## src/rtl/macrocell_consts.svh

```systemverilog
// constants for the registered macrocell block: offsets, reset values, counts
`ifndef MACROCELL_CONSTS_SVH
`define MACROCELL_CONSTS_SVH

// ****************************************************************
// geometry
// ****************************************************************
`define CELL_COUNT 10
`define BIDIR_COUNT 2
`define ADDR_WIDTH 8
`define DATA_WIDTH 32

// ****************************************************************
// register offsets (byte addresses, one aligned word each)
// ****************************************************************
`define OFF_CLK_SEL 8'h00
`define OFF_FF_TYPE 8'h04
`define OFF_OE_SRC 8'h08
`define OFF_STATE 8'h0C
`define OFF_PINS 8'h10

// ****************************************************************
// reset values (unprogrammed default)
// ****************************************************************
`define RST_CLK_SEL 10'h000
`define RST_FF_TYPE 10'h000
`define RST_OE_SRC 10'h201

// ****************************************************************
// field positions in the pin status word
// ****************************************************************
`define PINS_BIDIR_LSB 10

`endif

```

## src/rtl/macrocell_pkg.sv

```systemverilog
// types shared by the registered macrocell block
`include "macrocell_consts.svh"

package macrocell_pkg;

	// whole state of the macrocell top
	typedef struct packed {
		logic [`CELL_COUNT-1:0] q;
		logic [`CELL_COUNT-1:0] cell_out;
		logic [`CELL_COUNT-1:0] cell_oe;
		logic [`BIDIR_COUNT-1:0] bidir_out;
		logic [`BIDIR_COUNT-1:0] bidir_oe;
		logic [`CELL_COUNT-1:0] clk_sel;
		logic [`CELL_COUNT-1:0] ff_type;
		logic [`CELL_COUNT-1:0] oe_src;
		logic ext_prev;
		logic [`CELL_COUNT-1:0] term_prev;
		logic waitreq;
		logic [`DATA_WIDTH-1:0] rdata;
	} state_t;

	// padding type, not used by the block
	typedef struct packed {
		logic [1023:0] unused_pad;
	} pad_t;

endpackage

```

## src/rtl/macrocell_jk_register.sv

```systemverilog
// registered output macrocells with j-k/d flip-flops, preload, diagnostic load and output enables
`timescale 1ns/10ps
`include "macrocell_consts.svh"

// Behaviour
// each cell register is clocked by the external clock or its product-term clock, chosen per cell.
// clocked state changes happen only on the low-to-high transition of the chosen clock.
// on a plain rising clock j=k=0 holds, j=0 k=1 clears, j=1 k=0 sets and j=k=1 toggles.
// a high preset forces one and a high reset forces zero regardless of clock, j and k.
// with preset and reset both high the register holds one, and afterwards follows whichever stays high.
// during a preload the outside drives load control high and all product terms of that cell low.
// with load control high and the cell output disabled, a rising clock loads the value forced on the cell pin.
// with the enable pin at high voltage, a rising clock loads the diagnostic pin value over everything else.
// a cell pin floats when its enable is off: the shared active-low pin high or the enable term low.
// after power-up every flip-flop is zero and every cell pin drives its inverse, a high level; the code resets every cell pin enable off instead.
// d mode offers the same preset, reset, preload, diagnostic and enable behaviour, capturing d on the clock.
// by default all cells are d-type registers on the external clock path.
// by default product-term clocks and j-k mode are off, only the flip-flop type term is active.
// by default the two bidirectional pins are inputs, floated by their own enable terms.
// by default the first and last cells are inputs, floated by their dedicated enable terms.
// the bidirectional pin enables come from their product terms only, never from the shared enable pin.
module macrocell_jk_register
	import macrocell_pkg::*;
#(
	parameter int N_CELLS = `CELL_COUNT
) (
	input wire logic sys_clk,
	input wire logic rst,
	// avalon-mm slave
	input wire logic [`ADDR_WIDTH-1:0] avs_address,
	input wire logic avs_read,
	input wire logic avs_write,
	input wire logic [`DATA_WIDTH-1:0] avs_writedata,
	input wire logic [3:0] avs_byteenable,
	output logic [`DATA_WIDTH-1:0] avs_readdata,
	output logic avs_waitrequest,
	// shared pins
	input wire logic ext_clk,
	input wire logic oe_n,
	input wire logic enable_pin_hv,
	// per cell array terms and pins
	input wire logic [N_CELLS-1:0] j_term,
	input wire logic [N_CELLS-1:0] k_term,
	input wire logic [N_CELLS-1:0] preset_term,
	input wire logic [N_CELLS-1:0] reset_term,
	input wire logic [N_CELLS-1:0] load_control_term,
	input wire logic [N_CELLS-1:0] cell_clock,
	input wire logic [N_CELLS-1:0] cell_enable_term,
	input wire logic [N_CELLS-1:0] diag_force_pin,
	input wire logic [N_CELLS-1:0] output_cell_in,
	output logic [N_CELLS-1:0] output_cell_out,
	output logic [N_CELLS-1:0] output_cell_oe,
	// bidirectional pins
	input wire logic bidir_enable_term_a,
	input wire logic bidir_enable_term_b,
	input wire logic bidir_data_a,
	input wire logic bidir_data_b,
	input wire logic bidir_pin_a_in,
	input wire logic bidir_pin_b_in,
	output logic bidir_pin_a_out,
	output logic bidir_pin_a_oe,
	output logic bidir_pin_b_out,
	output logic bidir_pin_b_oe
);

	// ****************************************************************
	// elaboration checks
	// ****************************************************************
	initial begin
		if (N_CELLS != `CELL_COUNT) $error("macrocell_jk_register: N_CELLS must equal the packed state width");
	end

	localparam int SW = 9 * N_CELLS + 9;

	// ****************************************************************
	// input synchronisation
	// ****************************************************************
	logic [SW-1:0] raw_in;
	logic [SW-1:0] syn;

	// all pins come from outside the clock domain; the enable pin goes in inverted so that the
	// cleared synchroniser reads as "outputs off" and no pin is driven right after reset
	assign raw_in = {bidir_pin_b_in, bidir_pin_a_in, bidir_data_b, bidir_data_a, bidir_enable_term_b,
		bidir_enable_term_a, enable_pin_hv, ~oe_n, ext_clk, output_cell_in, diag_force_pin, cell_enable_term,
		cell_clock, load_control_term, reset_term, preset_term, k_term, j_term};

	pin_sync3 #(
		.WIDTH(SW)
	) u_sync (
		.sys_clk(sys_clk),
		.rst(rst),
		.pin_in(raw_in),
		.level(syn)
	);

	logic [N_CELLS-1:0] j_s;
	logic [N_CELLS-1:0] k_s;
	logic [N_CELLS-1:0] pre_s;
	logic [N_CELLS-1:0] rstt_s;
	logic [N_CELLS-1:0] load_s;
	logic [N_CELLS-1:0] tclk_s;
	logic [N_CELLS-1:0] en_s;
	logic [N_CELLS-1:0] diag_s;
	logic [N_CELLS-1:0] pin_s;
	logic ext_s;
	logic oe_n_s;
	logic hv_s;
	logic [`BIDIR_COUNT-1:0] ben_s;
	logic [`BIDIR_COUNT-1:0] bdat_s;
	logic [`BIDIR_COUNT-1:0] bpin_s;

	// split the synchronised vector back into named levels
	assign j_s = syn[0*N_CELLS +: N_CELLS];
	assign k_s = syn[1*N_CELLS +: N_CELLS];
	assign pre_s = syn[2*N_CELLS +: N_CELLS];
	assign rstt_s = syn[3*N_CELLS +: N_CELLS];
	assign load_s = syn[4*N_CELLS +: N_CELLS];
	assign tclk_s = syn[5*N_CELLS +: N_CELLS];
	assign en_s = syn[6*N_CELLS +: N_CELLS];
	assign diag_s = syn[7*N_CELLS +: N_CELLS];
	assign pin_s = syn[8*N_CELLS +: N_CELLS];
	assign ext_s = syn[9*N_CELLS];
	assign oe_n_s = ~syn[9*N_CELLS+1]; // see
	assign hv_s = syn[9*N_CELLS+2];
	assign ben_s = syn[9*N_CELLS+3 +: 2];
	assign bdat_s = syn[9*N_CELLS+5 +: 2];
	assign bpin_s = syn[9*N_CELLS+7 +: 2];

	// ****************************************************************
	// state
	// ****************************************************************
	state_t st_reg;
	state_t st_next;

	logic [N_CELLS-1:0] rise;
	logic [N_CELLS-1:0] cell_en;
	logic bus_req;
	logic bus_ack;

	// rising edge of each cell's chosen clock
	always_comb begin
		for (int i = 0; i < N_CELLS; i++) begin
			if (st_reg.clk_sel[i]) begin
				rise[i] = tclk_s[i] & ~st_reg.term_prev[i]; // see
			end else begin
				rise[i] = ext_s & ~st_reg.ext_prev; // see
			end
		end
	end

	// enable per cell from the shared pin or from the cell's own term
	always_comb begin
		for (int i = 0; i < N_CELLS; i++) begin
			cell_en[i] = st_reg.oe_src[i] ? en_s[i] : ~oe_n_s;
		end
	end

	assign bus_req = avs_read | avs_write;
	assign bus_ack = bus_req & ~st_reg.waitreq;

	// next state: cells, enables, bus slave
	always_comb begin
		st_next = st_reg;
		st_next.ext_prev = ext_s;
		st_next.term_prev = tclk_s;
		for (int i = 0; i < N_CELLS; i++) begin
			if (hv_s) begin
				if (rise[i]) st_next.q[i] = diag_s[i];
			end else if (pre_s[i]) begin
				st_next.q[i] = 1'b1; // see
			end else if (rstt_s[i]) begin
				st_next.q[i] = 1'b0; // see
			end else if (rise[i]) begin
				if (load_s[i] && !cell_en[i]) begin
					st_next.q[i] = pin_s[i]; // see
				end else if (st_reg.ff_type[i]) begin
					case ({j_s[i], k_s[i]})
						2'b00: st_next.q[i] = st_reg.q[i];
						2'b01: st_next.q[i] = 1'b0;
						2'b10: st_next.q[i] = 1'b1;
						default: st_next.q[i] = ~st_reg.q[i];
					endcase
				end else begin
					st_next.q[i] = j_s[i];
				end
			end
		end
		// pin shows the inverse of the register
		st_next.cell_out = ~st_next.q;
		st_next.cell_oe = cell_en;
		// bidirectional pins driven only from their own terms
		st_next.bidir_out = bdat_s;
		st_next.bidir_oe = ben_s; // see
		// bus: one wait cycle, then the answer
		if (bus_req && st_reg.waitreq) begin
			st_next.waitreq = 1'b0;
			st_next.rdata = '0;
			if (avs_read) begin
				if (avs_address == `OFF_CLK_SEL) begin
					st_next.rdata[N_CELLS-1:0] = st_reg.clk_sel;
				end else if (avs_address == `OFF_FF_TYPE) begin
					st_next.rdata[N_CELLS-1:0] = st_reg.ff_type;
				end else if (avs_address == `OFF_OE_SRC) begin
					st_next.rdata[N_CELLS-1:0] = st_reg.oe_src;
				end else if (avs_address == `OFF_STATE) begin
					st_next.rdata[N_CELLS-1:0] = st_reg.q;
				end else if (avs_address == `OFF_PINS) begin
					st_next.rdata[N_CELLS-1:0] = pin_s;
					st_next.rdata[`PINS_BIDIR_LSB +: 2] = bpin_s;
				end else begin
					st_next.rdata = '0;
				end
			end
		end else begin
			st_next.waitreq = 1'b1;
		end
		// write takes effect on the edge that sees waitrequest low
		if (bus_ack && avs_write) begin
			if (avs_address == `OFF_CLK_SEL) begin
				st_next.clk_sel = merge(st_reg.clk_sel, avs_writedata, avs_byteenable);
			end else if (avs_address == `OFF_FF_TYPE) begin
				st_next.ff_type = merge(st_reg.ff_type, avs_writedata, avs_byteenable);
			end else if (avs_address == `OFF_OE_SRC) begin
				st_next.oe_src = merge(st_reg.oe_src, avs_writedata, avs_byteenable);
			end
		end
	end

	// byte-lane merge of a ten-bit register
	function automatic logic [`CELL_COUNT-1:0] merge(input logic [`CELL_COUNT-1:0] old,
		input logic [`DATA_WIDTH-1:0] wd, input logic [3:0] be);
		logic [`CELL_COUNT-1:0] r;
		r = old;
		if (be[0]) r[7:0] = wd[7:0];
		if (be[1]) r[`CELL_COUNT-1:8] = wd[`CELL_COUNT-1:8];
		return r;
	endfunction

	// register the whole state; power-up clears every cell flip-flop
	always_ff @(posedge sys_clk or posedge rst) begin
		if (rst) begin
			st_reg <= '0;
			st_reg.cell_out <= '1;
			st_reg.clk_sel <= `RST_CLK_SEL; // see
			st_reg.ff_type <= `RST_FF_TYPE; // see
			st_reg.oe_src <= `RST_OE_SRC;
			st_reg.waitreq <= 1'b1;
		end else begin
			st_reg <= st_next;
		end
	end

	// ****************************************************************
	// outputs
	// ****************************************************************
	assign avs_readdata = st_reg.rdata;
	assign avs_waitrequest = st_reg.waitreq;
	assign output_cell_out = st_reg.cell_out;
	assign output_cell_oe = st_reg.cell_oe;
	assign bidir_pin_a_out = st_reg.bidir_out[0];
	assign bidir_pin_b_out = st_reg.bidir_out[1];
	assign bidir_pin_a_oe = st_reg.bidir_oe[0];
	assign bidir_pin_b_oe = st_reg.bidir_oe[1];

	genvar g;
	generate
		for (g = 0; g < N_CELLS; g++) begin : g_chk

		end
	endgenerate
endmodule // macrocell_jk_register

```

## src/rtl/pin_sync3.sv

```systemverilog
// three-stage input synchroniser whose level moves when the last two stages agree
`timescale 1ns/10ps

module pin_sync3 #(
	parameter int WIDTH = 8
) (
	input wire logic sys_clk,
	input wire logic rst,
	input wire logic [WIDTH-1:0] pin_in,
	output logic [WIDTH-1:0] level
);

	// ****************************************************************
	// state
	// ****************************************************************
	typedef struct packed {
		logic [WIDTH-1:0] s1;
		logic [WIDTH-1:0] s2;
		logic [WIDTH-1:0] s3;
		logic [WIDTH-1:0] lvl;
	} sync_state_t;

	sync_state_t st_reg;
	sync_state_t st_next;

	initial begin
		if (WIDTH < 1) $error("pin_sync3: WIDTH must be at least 1");
	end

	// first stage feeds only the second; level follows once stages two and three agree
	always_comb begin
		st_next = st_reg;
		st_next.s1 = pin_in;
		st_next.s2 = st_reg.s1;
		st_next.s3 = st_reg.s2;
		for (int b = 0; b < WIDTH; b++) begin
			if (st_reg.s2[b] == st_reg.s3[b]) st_next.lvl[b] = st_reg.s3[b];
		end
	end

	// register the whole state
	always_ff @(posedge sys_clk or posedge rst) begin
		if (rst) begin
			st_reg <= '0;
		end else begin
			st_reg <= st_next;
		end
	end

	assign level = st_reg.lvl;

endmodule // pin_sync3

```

## config.mk

```make
export PLATFORM = sky130hd
export DESIGN_NAME = macrocell_jk_register
export DESIGN_NICKNAME = d
export VERILOG_FILES = /design/src/rtl/macrocell_pkg.sv /design/src/rtl/macrocell_jk_register.sv /design/src/rtl/pin_sync3.sv
export VERILOG_INCLUDE_DIRS = /design/src /design/src/rtl
export SDC_FILE = /design/constraint.sdc
export NUM_CORES = 1
export LEC_CHECK = 0
export BUFFER_PORTS_ARGS = -buffer_cell sky130_fd_sc_hd__buf_2
export CAP_MARGIN = 0
export CORE_MARGIN = 5
export CORE_UTILIZATION = 50
export CTS_CLUSTER_DIAMETER = 60
export CTS_CLUSTER_SIZE = 24
export DETAILED_ROUTE_END_ITERATION = 8
export HOLD_SLACK_MARGIN = 0.12
export PLACE_DENSITY_LB_ADDON = 0.3
export SETUP_SLACK_MARGIN = 0.02
export SYNTH_ARGS = -nofsm -noshare
export SYNTH_HDL_FRONTEND = slang
export SYNTH_SLANG_ARGS = --single-unit
export TNS_END_PERCENT = 100
```

## constraint.sdc

```tcl
create_clock -name sys_clk -period 20.6 [get_ports sys_clk]
set_input_delay 2.06 -clock sys_clk [delete_from_list [all_inputs] [get_ports sys_clk]]
set_output_delay 2.06 -clock sys_clk [all_outputs]
set_load 0.01 [all_outputs]
```

; Word-level counts from Yosys, hierarchy flattened
; Index checks and enable logic that the tools add are counted.
[classes]
n_reduce_logical = 39
bitwise = 39
eq_ne = 123
mux = 111
[ops]
columns = op, count
row1 = 1-bit equality test, 99
row2 = 1-bit 2-to-1 mux, 91
row3 = 10-bit 2-to-1 mux, 4
row4 = 32-bit 2-to-1 mux, 1
row5 = 1-bit one-hot mux with 3 select lines, 10
row6 = 1-bit NOT, 25
row7 = 2-bit by 1-bit equality test with 1-bit output (second input constant), 10
row8 = 2-bit equality test (second input constant), 10
row9 = 2-bit zero test, 10
row10 = 8-bit by 4-bit equality test with 1-bit output (second input constant), 2
row11 = 1-bit AND, 12
row12 = 1-bit logical AND, 12
row13 = 12-bit 2-to-1 mux, 1
row14 = 1-bit zero test, 10
row15 = 10-bit NOT, 1
row16 = 5-bit AND reduction, 2
row17 = 8-bit by 3-bit equality test with 1-bit output (second input constant), 1
row18 = 8-bit by 5-bit equality test with 1-bit output (second input constant), 1
row19 = 8-bit zero test, 1
row20 = 2-bit 2-to-1 mux, 4
row21 = 4-bit AND reduction, 2
row22 = 3-bit AND reduction, 2
row23 = 1-bit bitwise OR, 1
[word_totals]
out_inout_bits = 57
regBits = 504

; Longest topological paths before layout
[logic_depth]
ltp_word = 9
ltp_mapped = 6
ltp_nobuf = 4

; Hierarchy
; A second synthesis with hierarchy kept.
[hier_totals]
cells_unflattened = 1040
hier_area_um2 = 16594.7
[by_module_without_submodules]
columns = module, cells_per_inst, area_per_inst_um2, instances
row1 = pin_sync3, 595, 11771.3, 1
row2 = macrocell_jk_register, 445, 4823.4, 1

; Worst setup path after synthesis
; No wires, ideal clock.
[synth_path]
kind = in2reg
start = in avs_address[5]
end = reg st_reg[54] (netlist bit)
t_arrival_ps = 3216
cell_stages = 5
t_required_ps = 20475
setup_time_ps = 125
setup_slack_ps = 17259
path_buffers = 1
path_cell_list = nor4b_2 nand3_1 or3_1 buf_6 mux2_4
[synth_between]
elab_chain_len = 3
[synth_lines]
columns = element, line
row1 = from (decl), macrocell_jk_register.sv:30  ; input wire logic [`ADDR_WIDTH-1:0] avs_address,
row2 = 8-bit zero test (no line), n/a
row3 = 1-bit NOT (no line), n/a
row4 = 4-bit AND reduction (no line) *, n/a
row5 = to (signal assigned), macrocell_jk_register.sv:249  ; st_reg <= st_next;
row6 = to (decl), macrocell_jk_register.sv:132  ; state_t st_reg;
; Mark *: on every way between the ends. The rest lies on a longest branch, timed or not.
; A chain may end at the register's enable or synchronous reset.

==> results.txt <==
Summed over all nets, wire length on met3 after detailed routing comes to 1.57 mm. After detailed routing, the average wire length per cell comes to 17.8 um. In this run the tightest slew margin relative to its limit is 12.1%.

Clock skew on the completed layout was measured at 0.0237 ns. The cell at the root of the clock tree was clkbuf_16. The horizontal die dimension was 188 um. Once detailed placement completed, the half-perimeter wirelength came to 17.7 mm. Along the worst hold path, the cell count comes to 0. The worst setup path is of the in -> async kind. Counting along the longest clock path gives a buffer depth of 3.

The worst path uses 19.9% of the clock period. The run gives 204 as the number of top-level pins. The finished layout holds 1524 standard cells, fillers aside. For the number of global-route vias before repair, the log shows 8193. The endpoint of the worst hold path was u_sync.st_next[172]. The number of different library cells in the post-synthesis netlist is 39. After clock tree synthesis, the clock-pin slew on the worst setup and hold paths is 0.09 ns.

For the routed length on met2, the log shows 12.4 mm. Dividing total power by cell area gives a power density of 100 nW/um^2. The number of enable-type register cells in the synthesized netlist is 0. Uppermost layer routed: met5.

The required time of the critical path came out at 21.15 ns. The number of fill cells was 2455. Most frequent cell after synthesis: dfrtp_1.

Startpoint type of the worst setup path: an input port. At the placement stage, the worst setup path has a slack of 15.76 ns. The wire length after detailed routing was 27.1 mm; the final hold slack was 0.345 ns. The pre-antenna-repair detailed-routing pass consisted of 4 iterations. Internal reg-to-reg setup slack: 18.41 ns.

For the cell count after placement, the log shows 1470. The path category of the worst min-delay check is reg -> reg. The tools report the routed metal-1 wirelength as 12.5 mm.

The first-pass GRT wire length was 43.8 mm. For this configuration, the core starts out at a cell density of 50.3%. The peak clock frequency supported by timing is 0.243 GHz, and the fraction of registers with async set or reset after synthesis is 100%. For this block, the initial DRC count from the detailed router was 518. The area of the die was 35300 um^2.

The run gives 65 as the number of cell rows. Synthesis inferred 484 register bits. Dividing the synthesized area by the synthesized cell count gives 16.5 um^2.

Port buffering added 159 buffers. The worst register-to-register path ends at avs_readdata[8]. Area growth from synthesis to layout: 11.9%.

The number of antenna diodes in the final layout is 0. STA classifies the critical path endpoint as an async pin. Global routing used 15.4% of the available tracks across all layers. The logs give 1 for the depth of the CTS H-tree and 15800 um^2 for the combined area of all synthesized cells. Once layout is complete, the utilization of the core stands at 56.3%. Final critical path time including I/O delays and setup: 4.11 ns. Setup repair after global routing left no endpoint under its margin.

The tools report the CTS buffer count as 29. The transition time at the pin with the least slew margin was 1.32 ns; the detailed-route via count was 7596. The remaining number of nets flagged by the antenna check after routing was 0; the total cell area at the placement stage was 16700 um^2. The tree built by TritonCTS fans out to 484 sinks. The cell type with the highest aggregate area in the netlist is dfrtp_1. The top cell type by area accounts for 74.6% of the synthesized area. Hold repair after CTS inserted 0 buffers. The global placement routability congestion is 0.745, and the DRC violation count after routing is 0. After clock tree synthesis, the setup repair step added 0 buffers. The tools report the count of final hold-check violations as 0. Summed over all cells, the static leakage comes to 8.13 nW.

After synthesis, flip-flops and latches occupy 76.7% of the total area. Cells with a size suffix above 1 make up 23.9% of the layout. The largest net degree at the start of global routing came out at 193. The floorplan step defined a core boundary enclosing 31400 um^2.

Detail-routed via count per cell: 4.98. The number of antenna violations at the first check in global routing is 4, and the power after layout is 1.77 mW. Main flop type after synthesis: dfrtp_1. Measured in cells, the most critical reg-to-reg path has a length of 3. TritonCTS built the clock tree. The tools report the number of nets in the final layout as 1246.

Final count of pins violating max slew: 0. For this run the aggregate overflow at the end of global routing stands at 0. The run gives 0 ns as the final total negative setup slack. Data on the critical path arrives at its endpoint at 4.66 ns.

Sorting the synthesized cells by area gives the leading types as dfrtp_1, maj3_1, buf_4. The tool flagged a number of max-cap violations equal to 0. The flip-flop count of the largest register after layout is 198, and the final worst slack is 16.49 ns. The run finished with clean final reports. Across the VDD grid, the largest voltage drop is 0.0853 mV. The Yosys step of the flow raised 0 warnings.

For the clock latency of the later-clocked register in the worst-skew pair, the log shows 0.57 ns. The post-cts sizing count is 0. In this run the most critical hold path is launched from u_sync.st_next[271]. The y dimension of the die is 188 um, and the total non-filler cell area in the finished layout is 17700 um^2.

The top fanout value on the critical path is 137. Number of setup violations in the final report: 0. Launch instance of the worst register-to-register path: avs_waitrequest. By count the netlist is led by dfrtp_1, maj3_1, buf_4. The run gives 957 as the gate count of the mapped netlist.
placed cells by master (no fill, tap or decap), types with 2 or more instances in the layout:
cell       netlist  layout
dfrtp_1        471     471
buf_2            3     159
maj3_1          99      99
clkbuf_16        0      29
a21oi_1         27      27
mux2_4          24      24
nand2_1         22      22
o21ai_0         21      20
and3_1          20      20
conb_1           1      20
mux2_2          16      16
inv_1           15      14
nor2_1          13      13
nand3_1         13      13
dfstp_2         13      13
nand3b_1        12      12
nand2b_1        12      12
and2_1          10      10
a221o_1         10      10
mux2i_1         10      10
a211o_1         10      10
o211ai_1        10      10
o211a_1         10      10
nor2b_1          9       9
a22oi_1          9       9
o22ai_1          9       9
clkbuf_1        14       9
or3_1            6       6
inv_8            0       5
inv_6            0       5
buf_4           52       5
o21a_1           3       3
clkinv_8         0       3
a22o_1           2       2
clkinv_4         0       2
area by class of cell:
type,instances,area (um^2),share of cell area [%]
multi-input combinational,404,3190,18.1
timing repair buffer,165,853,4.83
clock buffer,38,759,4.30
clock inverter,16,180,1.02
sequential,484,12100,68.6
tap,402,503,2.84
inverter,15,63.8,0.361
how the worst max path moves through the flow:
stage               start                   to  slack (ns)
floorplan             rst      avs_readdata[0]        5.06
global placement      rst  u_sync.st_next[171]       15.77
detailed placement    rst  u_sync.st_next[131]       15.76
CTS                   rst     u_sync.level[62]       16.36
global route          rst     u_sync.level[62]       15.94
finish                rst  u_sync.st_next[176]       16.49
routing by layer:
layer,track usage [%],up-vias
li1,-,3516
met1,22.4,3843
met2,24.3,180
met3,3.52,49
met4,3.56,8
met5,0,-
critical path: stages:
cell and delay, ns:
buf_2 0.13, inv_8 0.58, buf_4 0.88, buf_4 0.87
report_power, final:
group	switching (mW)	internal (mW)	total, mW
Clock	0.321	0.277	0.598
Combinational	0.0628	0.0509	0.114
Sequential	0.0395	1.02	1.06
kinds of logic (layout without fill, tap and decap cells):
kind of cell,count (synthesis),count (layout),synth area share [%]
multiplexers,50,50,4.05
AO/OA/AOI/OAI,112,112,4.92
flip-flops,484,484,76.7
AND/OR/NAND/NOR,123,123,4.49
adder cells (fa/ha/maj),99,99,6.27
other,1,20,0.0237
buffers and inverters,88,234,3.49
Power figures use the tool's default switching activity.
